$ cat config.mk
export PLATFORM = sky130hd
export DESIGN_NAME = ddr_mode_burst_config
export DESIGN_NICKNAME = d
export VERILOG_FILES = /design/src/hdl/ddr_cfg_pkg.sv /design/src/hdl/ddr_mode_burst_config.sv /design/src/hdl/beat_skid_buffer.sv
export VERILOG_INCLUDE_DIRS = /design/src /design/src/hdl
export SDC_FILE = /design/constraint.sdc
export NUM_CORES = 1
export LEC_CHECK = 0
export BUFFER_PORTS_ARGS = -buffer_cell sky130_fd_sc_hd__buf_4
export CAP_MARGIN = 20
export CORE_MARGIN = 4
export CORE_UTILIZATION = 45
export CTS_CLUSTER_SIZE = 12
export DETAILED_ROUTE_END_ITERATION = 8
export REMOVE_ABC_BUFFERS = 1
export SYNTH_ARGS = -nofsm -noshare
export SYNTH_HDL_FRONTEND = slang
export SYNTH_SLANG_ARGS = --single-unit
$ cat constraint.sdc
create_clock -name clock -period 4.25 [get_ports clock]
set_input_delay 0.2125 -clock clock [delete_from_list [all_inputs] [get_ports clock]]
set_output_delay 0.2125 -clock clock [all_outputs]
set_load 0.02 [all_outputs]
$ cat src/hdl/ddr_cfg_defs.svh
`ifndef DDR_CFG_DEFS_SVH
`define DDR_CFG_DEFS_SVH

// command address pins carried into the mode registers
`define ADDR_W 13
// main mode register field positions
`define MAIN_W 7
`define MAIN_BL_MSB 2
`define MAIN_BL_LSB 0
`define MAIN_BT_BIT 3
`define MAIN_CL_MSB 6
`define MAIN_CL_LSB 4
`define MAIN_OP_MSB 11
`define MAIN_OP_LSB 7
// operating mode codes
`define OP_NORMAL 5'h00
`define OP_DLL_RESET 5'h02
// burst length codes
`define BL_CODE_2 3'h1
`define BL_CODE_4 3'h2
`define BL_CODE_8 3'h3
// read latency codes
`define CL_CODE_2 3'h2
`define CL_CODE_3 3'h3
`define CL_CODE_25 3'h6
// extended mode register field positions
`define EXT_W 13
`define EXT_DLL_BIT 0
`define EXT_DS_BIT 1
// reset values
`define MAIN_RST 7'h21
`define EXT_RST 13'h0000
// dll lock wait, in clock cycles
`define DLL_LOCK_CYCLES 200
`define LOCK_CNT_W 8

`endif

$ cat src/hdl/ddr_cfg_pkg.sv
package ddr_cfg_pkg;

	typedef enum logic {
		GEN_IDLE = 1'b0,
		GEN_RUN = 1'b1
	} gen_state_t;

	typedef enum logic {
		ORDER_SEQUENTIAL = 1'b0,
		ORDER_INTERLEAVED = 1'b1
	} burst_order_t;

endpackage : ddr_cfg_pkg

$ cat src/hdl/ddr_mode_burst_config.sv
`timescale 1ns/100ps
`include "ddr_cfg_defs.svh"

// Overview of operation
// - address bit 3 at mode programming picks sequential or interleaved order.
// - sequential order counts the low column upward, modulo burst length.
// - interleaved order is start low column XOR beat count.
// - two-beat burst: block from column bit 1 up, bit 0 starts.
// - four-beat burst: block from column bit 2 up, bits 1:0 start.
// - eight-beat burst: block from column bit 3 up, bits 2:0 start.
// - bursts wrap inside their aligned block, never carrying upward.
// - read latency of 2, 2.5 or 3 cycles is programmable.
// - read at edge n with latency m gives first data at edge n+m.
// - mode bits 11:7 zero selects normal; bits 6:0 load settings.
// - bank bits 01 load the extended register, held until rewritten.
// - self refresh disables the dll on entry, re-enables on exit.
// - extended bit 0 low enables the dll, high disables it.
// - extended bit 1 low gives normal drive, high gives weak drive.
// - bank bits 00 select main register: length, order, latency, mode.
// - dll reset bit clears itself; other stored bits persist.
// - lengths 2, 4, 8 for both orders, same for reads and writes.
module ddr_mode_burst_config #(
	parameter int COL_W = 10
) (
	// clock and reset
	input wire logic clock,
	input wire logic rst_n,
	// command pins, sampled on the rising clock edge into two synchroniser stages
	input wire logic mode_set_pin,
	input wire logic read_pin,
	input wire logic write_pin,
	input wire logic self_refresh_pin,
	input wire logic bank_select_bit0,
	input wire logic bank_select_bit1,
	input wire logic [`ADDR_W-1:0] addr_pin,
	// column stream of the burst
	output logic beat_valid,
	input wire logic beat_ready,
	output logic [COL_W-1:0] beat_column,
	output logic beat_last,
	output logic beat_write,
	// read data timing
	output logic read_data_start,
	output logic read_half_cycle,
	// active configuration
	output logic [3:0] burst_beats,
	output ddr_cfg_pkg::burst_order_t burst_order_select,
	output logic [2:0] read_latency_field,
	output logic output_drive_select,
	output logic dll_enabled,
	output logic dll_locked,
	output logic dll_reset_pulse
);
	import ddr_cfg_pkg::*;

	localparam int BUF_W = COL_W + 2;

	typedef struct packed {
		logic mode_set;
		logic read;
		logic write;
		logic self_refresh;
		logic ba1;
		logic ba0;
		logic [`ADDR_W-1:0] addr;
	} pins_t;

	typedef struct packed {
		// two synchroniser stages for every pin
		pins_t pin1;
		pins_t pin2;
		// stored mode settings
		logic [`MAIN_W-1:0] main_mode_config;
		logic [`EXT_W-1:0] extended_mode_config;
		logic [3:0] beats;
		// dll control and lock wait
		logic dll_rst;
		logic dll_on;
		logic [`LOCK_CNT_W-1:0] lock_cnt;
		logic locked;
		// read latency pipeline
		logic [1:0] lat_sr;
		logic rd_first;
		logic rd_half;
		// burst column generator
		gen_state_t gen;
		logic [COL_W-1:0] start_col;
		logic [2:0] beat;
		logic [2:0] last_beat;
		burst_order_t order;
		logic is_write;
	} state_t;

	state_t q;
	state_t d;
	pins_t p;
	// decoded mode command
	logic [4:0] op_mode;
	logic op_normal;
	logic op_dll_reset;
	logic mrs_main;
	logic mrs_ext;
	logic dll_now;
	logic rd_cmd;
	// burst generator
	logic cmd;
	logic [2:0] start_low;
	logic [2:0] idx;
	wire logic [2:0] col_low;
	logic [COL_W-1:0] col;
	logic buf_in_ready;
	logic [BUF_W-1:0] buf_out;

	function automatic logic [3:0] decode_beats(input logic [2:0] code);
		logic [3:0] n;
		n = 4'h0;
		unique case (code)
			`BL_CODE_2: n = 4'h2;
			`BL_CODE_4: n = 4'h4;
			`BL_CODE_8: n = 4'h8;
			default: n = 4'h0;
		endcase
		return n;
	endfunction : decode_beats

	// position of a beat inside the aligned block; the sum wraps modulo eight and
	// the block mask trims it to the burst length
	function automatic logic [2:0] beat_index(input burst_order_t order,
		input logic [2:0] start, input logic [2:0] beat);
		logic [2:0] i;
		i = 3'h0;
		if (order == ORDER_INTERLEAVED) begin
			i = start ^ beat;
		end else begin
			i = start + beat;
		end
		return i;
	endfunction : beat_index

	always_comb begin
		d = q;
		d.pin1.mode_set = mode_set_pin;
		d.pin1.read = read_pin;
		d.pin1.write = write_pin;
		d.pin1.self_refresh = self_refresh_pin;
		d.pin1.ba1 = bank_select_bit1;
		d.pin1.ba0 = bank_select_bit0;
		d.pin1.addr = addr_pin;
		d.pin2 = q.pin1;
		p = q.pin2;

		// mode programming
		op_mode = p.addr[`MAIN_OP_MSB:`MAIN_OP_LSB];
		op_normal = (op_mode == `OP_NORMAL);
		op_dll_reset = (op_mode == `OP_DLL_RESET);
		mrs_main = p.mode_set & ~p.ba1 & ~p.ba0;
		mrs_ext = p.mode_set & ~p.ba1 & p.ba0;
		// the reset bit is never stored, so it reads back cleared
		d.dll_rst = 1'b0;
		// reserved or test operating modes are ignored as a whole
		if (mrs_main && (op_normal || op_dll_reset)) begin
			d.main_mode_config = p.addr[`MAIN_W-1:0];
			d.beats = decode_beats(p.addr[`MAIN_BL_MSB:`MAIN_BL_LSB]);
			d.dll_rst = op_dll_reset;
		end
		if (mrs_ext) begin
			d.extended_mode_config = p.addr[`EXT_W-1:0];
		end

		// dll follows the enable bit, forced off during self refresh
		dll_now = ~q.extended_mode_config[`EXT_DLL_BIT] & ~p.self_refresh;
		d.dll_on = dll_now;
		if (!dll_now || !q.dll_on || q.dll_rst) begin
			// lock wait restarts on every enable and every dll reset
			d.lock_cnt = '0;
			d.locked = 1'b0;
		end else if (q.lock_cnt == `LOCK_CNT_W'(`DLL_LOCK_CYCLES - 1)) begin
			d.locked = 1'b1;
		end else begin
			d.lock_cnt = q.lock_cnt + `LOCK_CNT_W'(1);
		end

		// read latency: stage 0 is one edge after the read registers
		rd_cmd = p.read & ~p.self_refresh;
		d.lat_sr = {q.lat_sr[0], rd_cmd};
		unique case (q.main_mode_config[`MAIN_CL_MSB:`MAIN_CL_LSB])
			`CL_CODE_2: begin
				d.rd_first = q.lat_sr[0];
				d.rd_half = 1'b0;
			end
			`CL_CODE_25: begin
				// half-cycle data launches off the falling edge after n+2
				d.rd_first = q.lat_sr[0];
				d.rd_half = q.lat_sr[0];
			end
			`CL_CODE_3: begin
				d.rd_first = q.lat_sr[1];
				d.rd_half = 1'b0;
			end
			default: begin
				d.rd_first = 1'b0;
				d.rd_half = 1'b0;
			end
		endcase

		// burst column generator
		start_low = q.start_col[2:0];
		idx = beat_index(q.order, start_low, q.beat);

		// commands are dropped in self refresh and while the length code is reserved
		cmd = (p.read | p.write) & ~p.self_refresh & (q.beats != 4'h0);
		if (cmd) begin
			// a new command cuts the running burst short
			d.gen = GEN_RUN;
			d.start_col = p.addr[COL_W-1:0];
			d.beat = 3'h0;
			d.last_beat = 3'(q.beats - 4'h1);
			d.order = burst_order_t'(q.main_mode_config[`MAIN_BT_BIT]);
			d.is_write = p.write;
		end else if (q.gen == GEN_RUN && buf_in_ready) begin
			if (q.beat == q.last_beat) begin
				d.gen = GEN_IDLE;
			end else begin
				d.beat = q.beat + 3'h1;
			end
		end
	end

	always_ff @(posedge clock or negedge rst_n) begin
		if (!rst_n) begin
			q.pin1 <= '0;
			q.pin2 <= '0;
			q.main_mode_config <= `MAIN_RST;
			q.extended_mode_config <= `EXT_RST;
			// two beats, matching the length code held in the main reset value
			q.beats <= 4'h2;
			q.dll_rst <= 1'b0;
			q.dll_on <= 1'b0;
			q.lock_cnt <= '0;
			q.locked <= 1'b0;
			q.lat_sr <= 2'h0;
			q.rd_first <= 1'b0;
			q.rd_half <= 1'b0;
			q.gen <= GEN_IDLE;
			q.start_col <= '0;
			q.beat <= 3'h0;
			q.last_beat <= 3'h0;
			q.order <= ORDER_SEQUENTIAL;
			q.is_write <= 1'b0;
		end else begin
			q <= d;
		end
	end

	// two entries so a stall on the drain side loses no beat
	beat_skid_buffer #(
		.W(BUF_W)
	) u_beat_buf (
		.clock(clock),
		.rst_n(rst_n),
		.in_valid(q.gen == GEN_RUN),
		.in_ready(buf_in_ready),
		.in_data({q.is_write, q.beat == q.last_beat, col}),
		.out_valid(beat_valid),
		.out_ready(beat_ready),
		.out_data(buf_out)
	);

	// last_beat is length-1 and doubles as the in-block mask: inside the block a
	// column bit follows the beat index, above it the start column stays untouched
	genvar gi;
	generate
		for (gi = 0; gi < 3; gi++) begin : g_col_bit
			assign col_low[gi] = q.last_beat[gi] ? idx[gi] : start_low[gi];
		end
	endgenerate
	assign col = {q.start_col[COL_W-1:3], col_low};

	// fields of the beat leaving the buffer
	assign beat_write = buf_out[BUF_W-1];
	assign beat_last = buf_out[BUF_W-2];
	assign beat_column = buf_out[COL_W-1:0];
	// status and configuration, all straight from flops
	assign read_data_start = q.rd_first;
	assign read_half_cycle = q.rd_half;
	assign burst_beats = q.beats;
	assign burst_order_select = burst_order_t'(q.main_mode_config[`MAIN_BT_BIT]);
	assign read_latency_field = q.main_mode_config[`MAIN_CL_MSB:`MAIN_CL_LSB];
	assign output_drive_select = q.extended_mode_config[`EXT_DS_BIT];
	assign dll_enabled = q.dll_on;
	assign dll_locked = q.locked;
	assign dll_reset_pulse = q.dll_rst;

endmodule : ddr_mode_burst_config

$ cat src/hdl/beat_skid_buffer.sv
`timescale 1ns/100ps
module beat_skid_buffer #(
	parameter int W = 12
) (
	// clock and reset
	input wire logic clock,
	input wire logic rst_n,
	// filling side
	input wire logic in_valid,
	output logic in_ready,
	input wire logic [W-1:0] in_data,
	// draining side
	output logic out_valid,
	input wire logic out_ready,
	output logic [W-1:0] out_data
);
	typedef struct packed {
		logic out_valid;
		logic [W-1:0] out_data;
		logic skid_valid;
		logic [W-1:0] skid_data;
	} buf_state_t;

	buf_state_t q;
	buf_state_t d;
	logic push;

	always_comb begin
		d = q;
		push = in_valid & ~q.skid_valid;
		if (!q.out_valid || out_ready) begin
			// output slot frees up: the skid entry goes first to keep order
			d.out_valid = q.skid_valid | push;
			d.out_data = q.skid_valid ? q.skid_data : in_data;
			d.skid_valid = 1'b0;
		end else if (push) begin
			d.skid_valid = 1'b1;
			d.skid_data = in_data;
		end
	end

	always_ff @(posedge clock or negedge rst_n) begin
		if (!rst_n) begin
			q <= '0;
		end else begin
			q <= d;
		end
	end

	// ready is registered, so the second entry absorbs the word in flight
	assign in_ready = ~q.skid_valid;
	assign out_valid = q.out_valid;
	assign out_data = q.out_data;

endmodule : beat_skid_buffer

* Word-level counts from Yosys, hierarchy flattened
Cells that the tools add are included.
** Word-level totals
- Register bits :: 109
- Input bits :: 22
- Output and inout port bits :: 27
** Operators by class
- Add/sub/neg operators :: 4
- Equality and inequality tests :: 11
- Mux-type cells :: 19
- Bitwise logic cells :: 17
- Reductions and logical operators :: 18
** Operators by type and width (count)
- two-way mux 13 bit :: 1
- equality test 3 x 2 -> 1 bit, second input constant :: 4
- two-way mux 12 bit :: 1
- two-way mux 3 bit :: 4
- one-hot mux 4 bit (3 select lines) :: 1
- two-way mux 1 bit :: 9
- two-way mux 9 bit :: 1
- adder 8 x 1 -> 8 bit, second input constant :: 1
- bitwise AND 1 bit :: 8
- equality test 8 bit, second input constant :: 1
- two-way mux 8 bit :: 1
- nonzero test 2 bit :: 4
- inverter 1 bit :: 6
- one-hot mux 2 bit (3 select lines) :: 1
- AND reduction 2 bit :: 3
- equality test 5 x 2 -> 1 bit, second input constant :: 1
- zero test 5 bit :: 1
- logical OR 1 bit :: 4
- != test 2 bit, second input constant :: 2
- nonzero test 4 bit :: 1
- adder 3 x 1 -> 3 bit, second input constant :: 1
- adder 3 bit :: 1
- equality test 3 x 1 -> 1 bit, second input constant :: 1
- equality test 3 bit :: 1
- other kinds (6) :: 10

* Longest topological paths before layout
- Word-level depth :: 6
- Depth in mapped cells :: 7
- Gate-level depth less buffers :: 7

* Hierarchy
From an unflattened synthesis, not the netlist that was laid out.
** Second synthesis, totals
- Cell total of the unflattened synthesis :: 304
- Area, all modules :: 4309.1 µm²
** Modules (own cells, without submodules)
- ddr_mode_burst_config :: times used 1, cells each 220, area an instance 3039.2 µm², sequential area each 1979.4 µm²
- beat_skid_buffer :: times used 1, cells each 84, area an instance 1270.0 µm², sequential area each 650.6 µm²

* Least setup slack after synthesis
No wires, ideal clock.
- Path kind :: reg-to-reg
- From :: register q[5] (netlist name)
- To :: register u_beat_buf.q, in the netlist u_beat_buf.out_data[2]
- Setup time :: 69 ps
- Arrival time :: 1699 ps
- Data required time :: 4181 ps
- Setup slack :: 2483 ps
- Cell stages (with the launch flop) :: 8
- Period minus slack after synthesis :: 1767 ps
- Cells stage by stage :: dfrtp_1 ha_1 inv_1 fa_1 nor3_1 o21ai_1 or4_1 nand3_1
** Between the ends
- Word-level cells in the longest chain between the ends :: 4
** RTL lines
- from (decl) :: line ddr_mode_burst_config.sv:94 : state_t q;
- adder 3 bit :: line ddr_mode_burst_config.sv:135 : i = start + beat;
- two-way mux 3 bit :: line ddr_mode_burst_config.sv:132 : if (order == ORDER_INTERLEAVED) begin
- two-way mux 1 bit :: line ddr_mode_burst_config.sv:274 : assign col_low[gi] = q.last_beat[gi] ? idx[gi] : start_low[gi];
- two-way mux 12 bit :: line beat_skid_buffer.sv:34 : d.out_data = q.skid_valid ? q.skid_data : in_data;
- to (signal assigned) :: line beat_skid_buffer.sv:44 : q <= '0;
- to (signal assigned) :: line beat_skid_buffer.sv:46 : q <= d;
- to (decl) :: line beat_skid_buffer.sv:24 : buf_state_t q;
No other way between the ends.
A chain may end at the register's enable or synchronous reset.

* Final worst setup path
- From :: register q, in the netlist burst_beats[1]
- To :: register q[1] (netlist name)
** Between the ends
- Word-level cells in the longest chain between the ends :: 2
** RTL lines
- nonzero test 4 bit :: line ddr_mode_burst_config.sv:211 : cmd = (p.read | p.write) & ~p.self_refresh & (q.beats != 4'h0);
- bitwise AND 1 bit :: line ddr_mode_burst_config.sv:211
No other way between the ends.

==> impl_metrics.csv <==
group,metric,value,unit
status,status,"complete, no violations",
timing,tns,0,ns
logic_synthesis,synth-simple-area-share,9.214,%
worst_setup_path,critPathLaunchType,"flop",
timing,hold_ws,0.3219,ns
placed_design,place_ws,2.211,ns
cells_and_area,layout_commonest_cell,"dfrtp_1",
timing,finalSetupViolations,0,
cells_and_area,area_growth,17.29,%
power,vdd_ir_drop_max,233.5,uV
global_routing,track_usage,13.37,%
floorplan,io_pins,49,
logic_synthesis,ys_types,48,
logic_synthesis,synth_top_area_share,63.48,%
global_routing,grt_max_degree,65,
drt,wl_per_cell,13.46,um
cts,root_buffer,"clkbuf_8",
global_routing,grt.overflow.total,0,
timing,slew_violations,0,
logic_synthesis,ys_seq_elements,105,
drt,drtAntennaViolNets,0,
logic_synthesis,yosys_warnings,0,
worst_setup_path,worst-path-max-fanout,12,
worst_setup_path,critPathArrivalTime,2.25,ns
worst_setup_path,critical_path_class,"reg2reg",
timing,min_period_over_period,47.44,%
logic_synthesis,synth_top_family_by_area,"multiplexers",
timing,setup_ws,2.234,ns
logic_synthesis,synth_area_leaders,"dfrtp_1 63%, mux2_1 5.5%, buf_4 3.3%",
logic_synthesis,synth.avg_cell_area,13.14,um2
logic_synthesis,synth.area.mux_share,10.14,%
hold_path,min-delay-start,"beat_ready",
logic_synthesis,yosysTopAreaCell,"dfrtp_1",
global_routing,grt_pass1_wl,10.93,mm
drt,drt-total-wl,6.405,mm
cells_and_area,fillers,751,
worst_setup_path,critPathLaunch,"burst_beats[1]$_DFFE_PN1P_",
timing,period_needed,2.016,ns
cts,path_clk_slew,0.10,ns
drt,post-route-drc-count,0,
logic_synthesis,synthCells,309,
power,power,2.626,mW
logic_synthesis,synthAdderAreaFrac,2.034,%
run,drv_cap,0,
logic_synthesis,synth_xor_area_share,2.558,%
cells_and_area,multi_input_area,1210,um2
worst_setup_path,crit_required,4.48,ns
cells_and_area,diodes,0,
drt,drt_iter0_markers,64,
placed_design,dpl-instance-area,4384,um2
cts,cts_num_sinks,105,
cts,insertion_delay,0.35,ns
timing,worst_slew_pin_slew,0.7882,ns
cells_and_area,seq_area,2630,um2
floorplan,die_width,103.0,um
cells_and_area,utilization,54.34,%
floorplan,rows,34,
placed_design,dpl.cell_count,441,
logic_synthesis,mappedNetlistArea,4060,um2
floorplan,start_util,46.33,%
drt,dr.pass1.iters,4,
timing,hold_violations,0,
placed_design,finalWeightedCongestion,0.7573,
worst_setup_path,endpoint_kind,"flop",
global_routing,first_global_vias,2212,
cts,h-tree-depth,3,
worst_setup_path,r2r_start,"burst_beats[1]$_DFFE_PN1P_",
drt,vias_per_cell,4.817,
cells_and_area,final_cell_area,4762,um2
floorplan,dieArea,10610,um2
logic_synthesis,synth.yosys.seq_area_share,64.78,%
timing,skew,0.009802,ns
power,p_per_area,551.4,nW/um2
placed_design,port_buffers,46,
cells_and_area,layout.nets,391,
cts,post_cts_buffers,0,
logic_synthesis,synth_compound_area_share,5.763,%
cts,cts_tree,"built",
power,leakagePower,2.212,nW
hold_path,hold_class,"in2reg",
worst_setup_path,ff2ff_path_depth,5,
hold_path,holdPathStages,5,
cts,clk_path_buf_depth,2,
timing,relSlewSlack,47.45,%
placed_design,place.detailed.hpwl,4.344,mm
floorplan,coreArea,8763,um2
cts,numCtsBuffers,9,
timing,timing.fmax,496.0,MHz
global_routing,antenna_found_initial,0,
cells_and_area,layout.cells.non_filler,476,
cells_and_area,final_cell_mix,"103 x dfrtp_1, 48 x buf_4, 22 x nor2_1",
timing,rsz0062_at_grt,"false",
floorplan,die_h,103.0,um
drt,num_vias,2293,
cells_and_area,layout-drive-gt1-share,21.74,%
synthesized netlist by cell type (all sizes together):
master,instances
nor3,4
a21o,1
a22o,1
and2,1
nand3b,2
o22ai,1
xnor2,7
conb,1
nor2,24
nand2b,3
dfstp,2
o21ai,19
nor4,1
dfrtp,103
nor2b,3
o22a,1
nand3,6
mux2,25
inv,13
and4b,1
a211oi,1
xor2,4
fa,1
nor3b,1
buf,24
o41ai,1
a311oi,1
nand4,3
ha,5
or3,1
mux2i,13
o21a,2
or4,1
a21oi,7
a31oi,1
o211a,1
nand2,21
and3,2
repair_timing:
action	4_1_cts	5_1_grt
gates resized for setup	0	0
setup endpoints to repair	0	0
hold buffers	19	0
hold endpoints to repair	80	0
registers in the layout, indices dropped and copies added, names as in the netlist, 3 cells and up:
signal	flops
op_mode	5
burst_beats	3
q	22
col	7
d	19
u_beat_buf.q	13
read_latency_field	3
u_beat_buf.out_data	12
p	13
layout make-up:
class | instances | share of cell area [%]
timing repair buffer | 67 | 11.56
multi-input combinational | 167 | 25.41
inverter | 13 | 1.025
clock buffer | 10 | 2.890
sequential | 105 | 55.23
clock inverter | 6 | 1.051
tap | 108 | 2.838
cell families (layout without fill, tap and decap cells):
group | Yosys count | after routing
flops | 105 | 105
compound gates | 37 | 37
xor+xnor | 11 | 11
simple gates | 74 | 74
other cells | 1 | 1
fa+ha+maj | 6 | 6
buf+inv | 37 | 96
mux | 38 | 38
where the power goes:
group          switching (mW)  internal, mW
combinational           0.362         0.336
clock                   0.337         0.238
sequential              0.153          1.20
worst max-delay path: stages, from the launching register on:
cell and delay, ns:
dfstp_2 0.55, inv_1 0.06, ha_1 0.20, a21oi_2 0.19, o21a_1 0.52, mux2_1 0.37
final timing paths:
check	endpoint	slack, ns
worst min-delay path	u_beat_buf.out_data[6]$_DFFE_PN0N_	0.32
max in group asynchronous	burst_beats[1]$_DFFE_PN1P_	2.76
worst max-delay path	q[1]$_DFFE_PN0P_	2.23
worst min register to register	p[0]$_DFF_PN0_	0.36
min in group asynchronous	u_beat_buf.q[12]$_DFFE_PN0P_	0.48
worst max register to register	q[1]$_DFFE_PN0P_	2.23
metal layers:
metal	track usage, %	part of all wire, %	wire length [um]	vias to the layer above
met1	19.53	49	3162	1113
li1	-	-	-	1128
met3	2.842	4.6	295	5
met4	5.677	1.4	87	0
met5	0	0	0	-
met2	19.39	45	2858	47
Note: power is estimated with default switching activity, not from simulation.
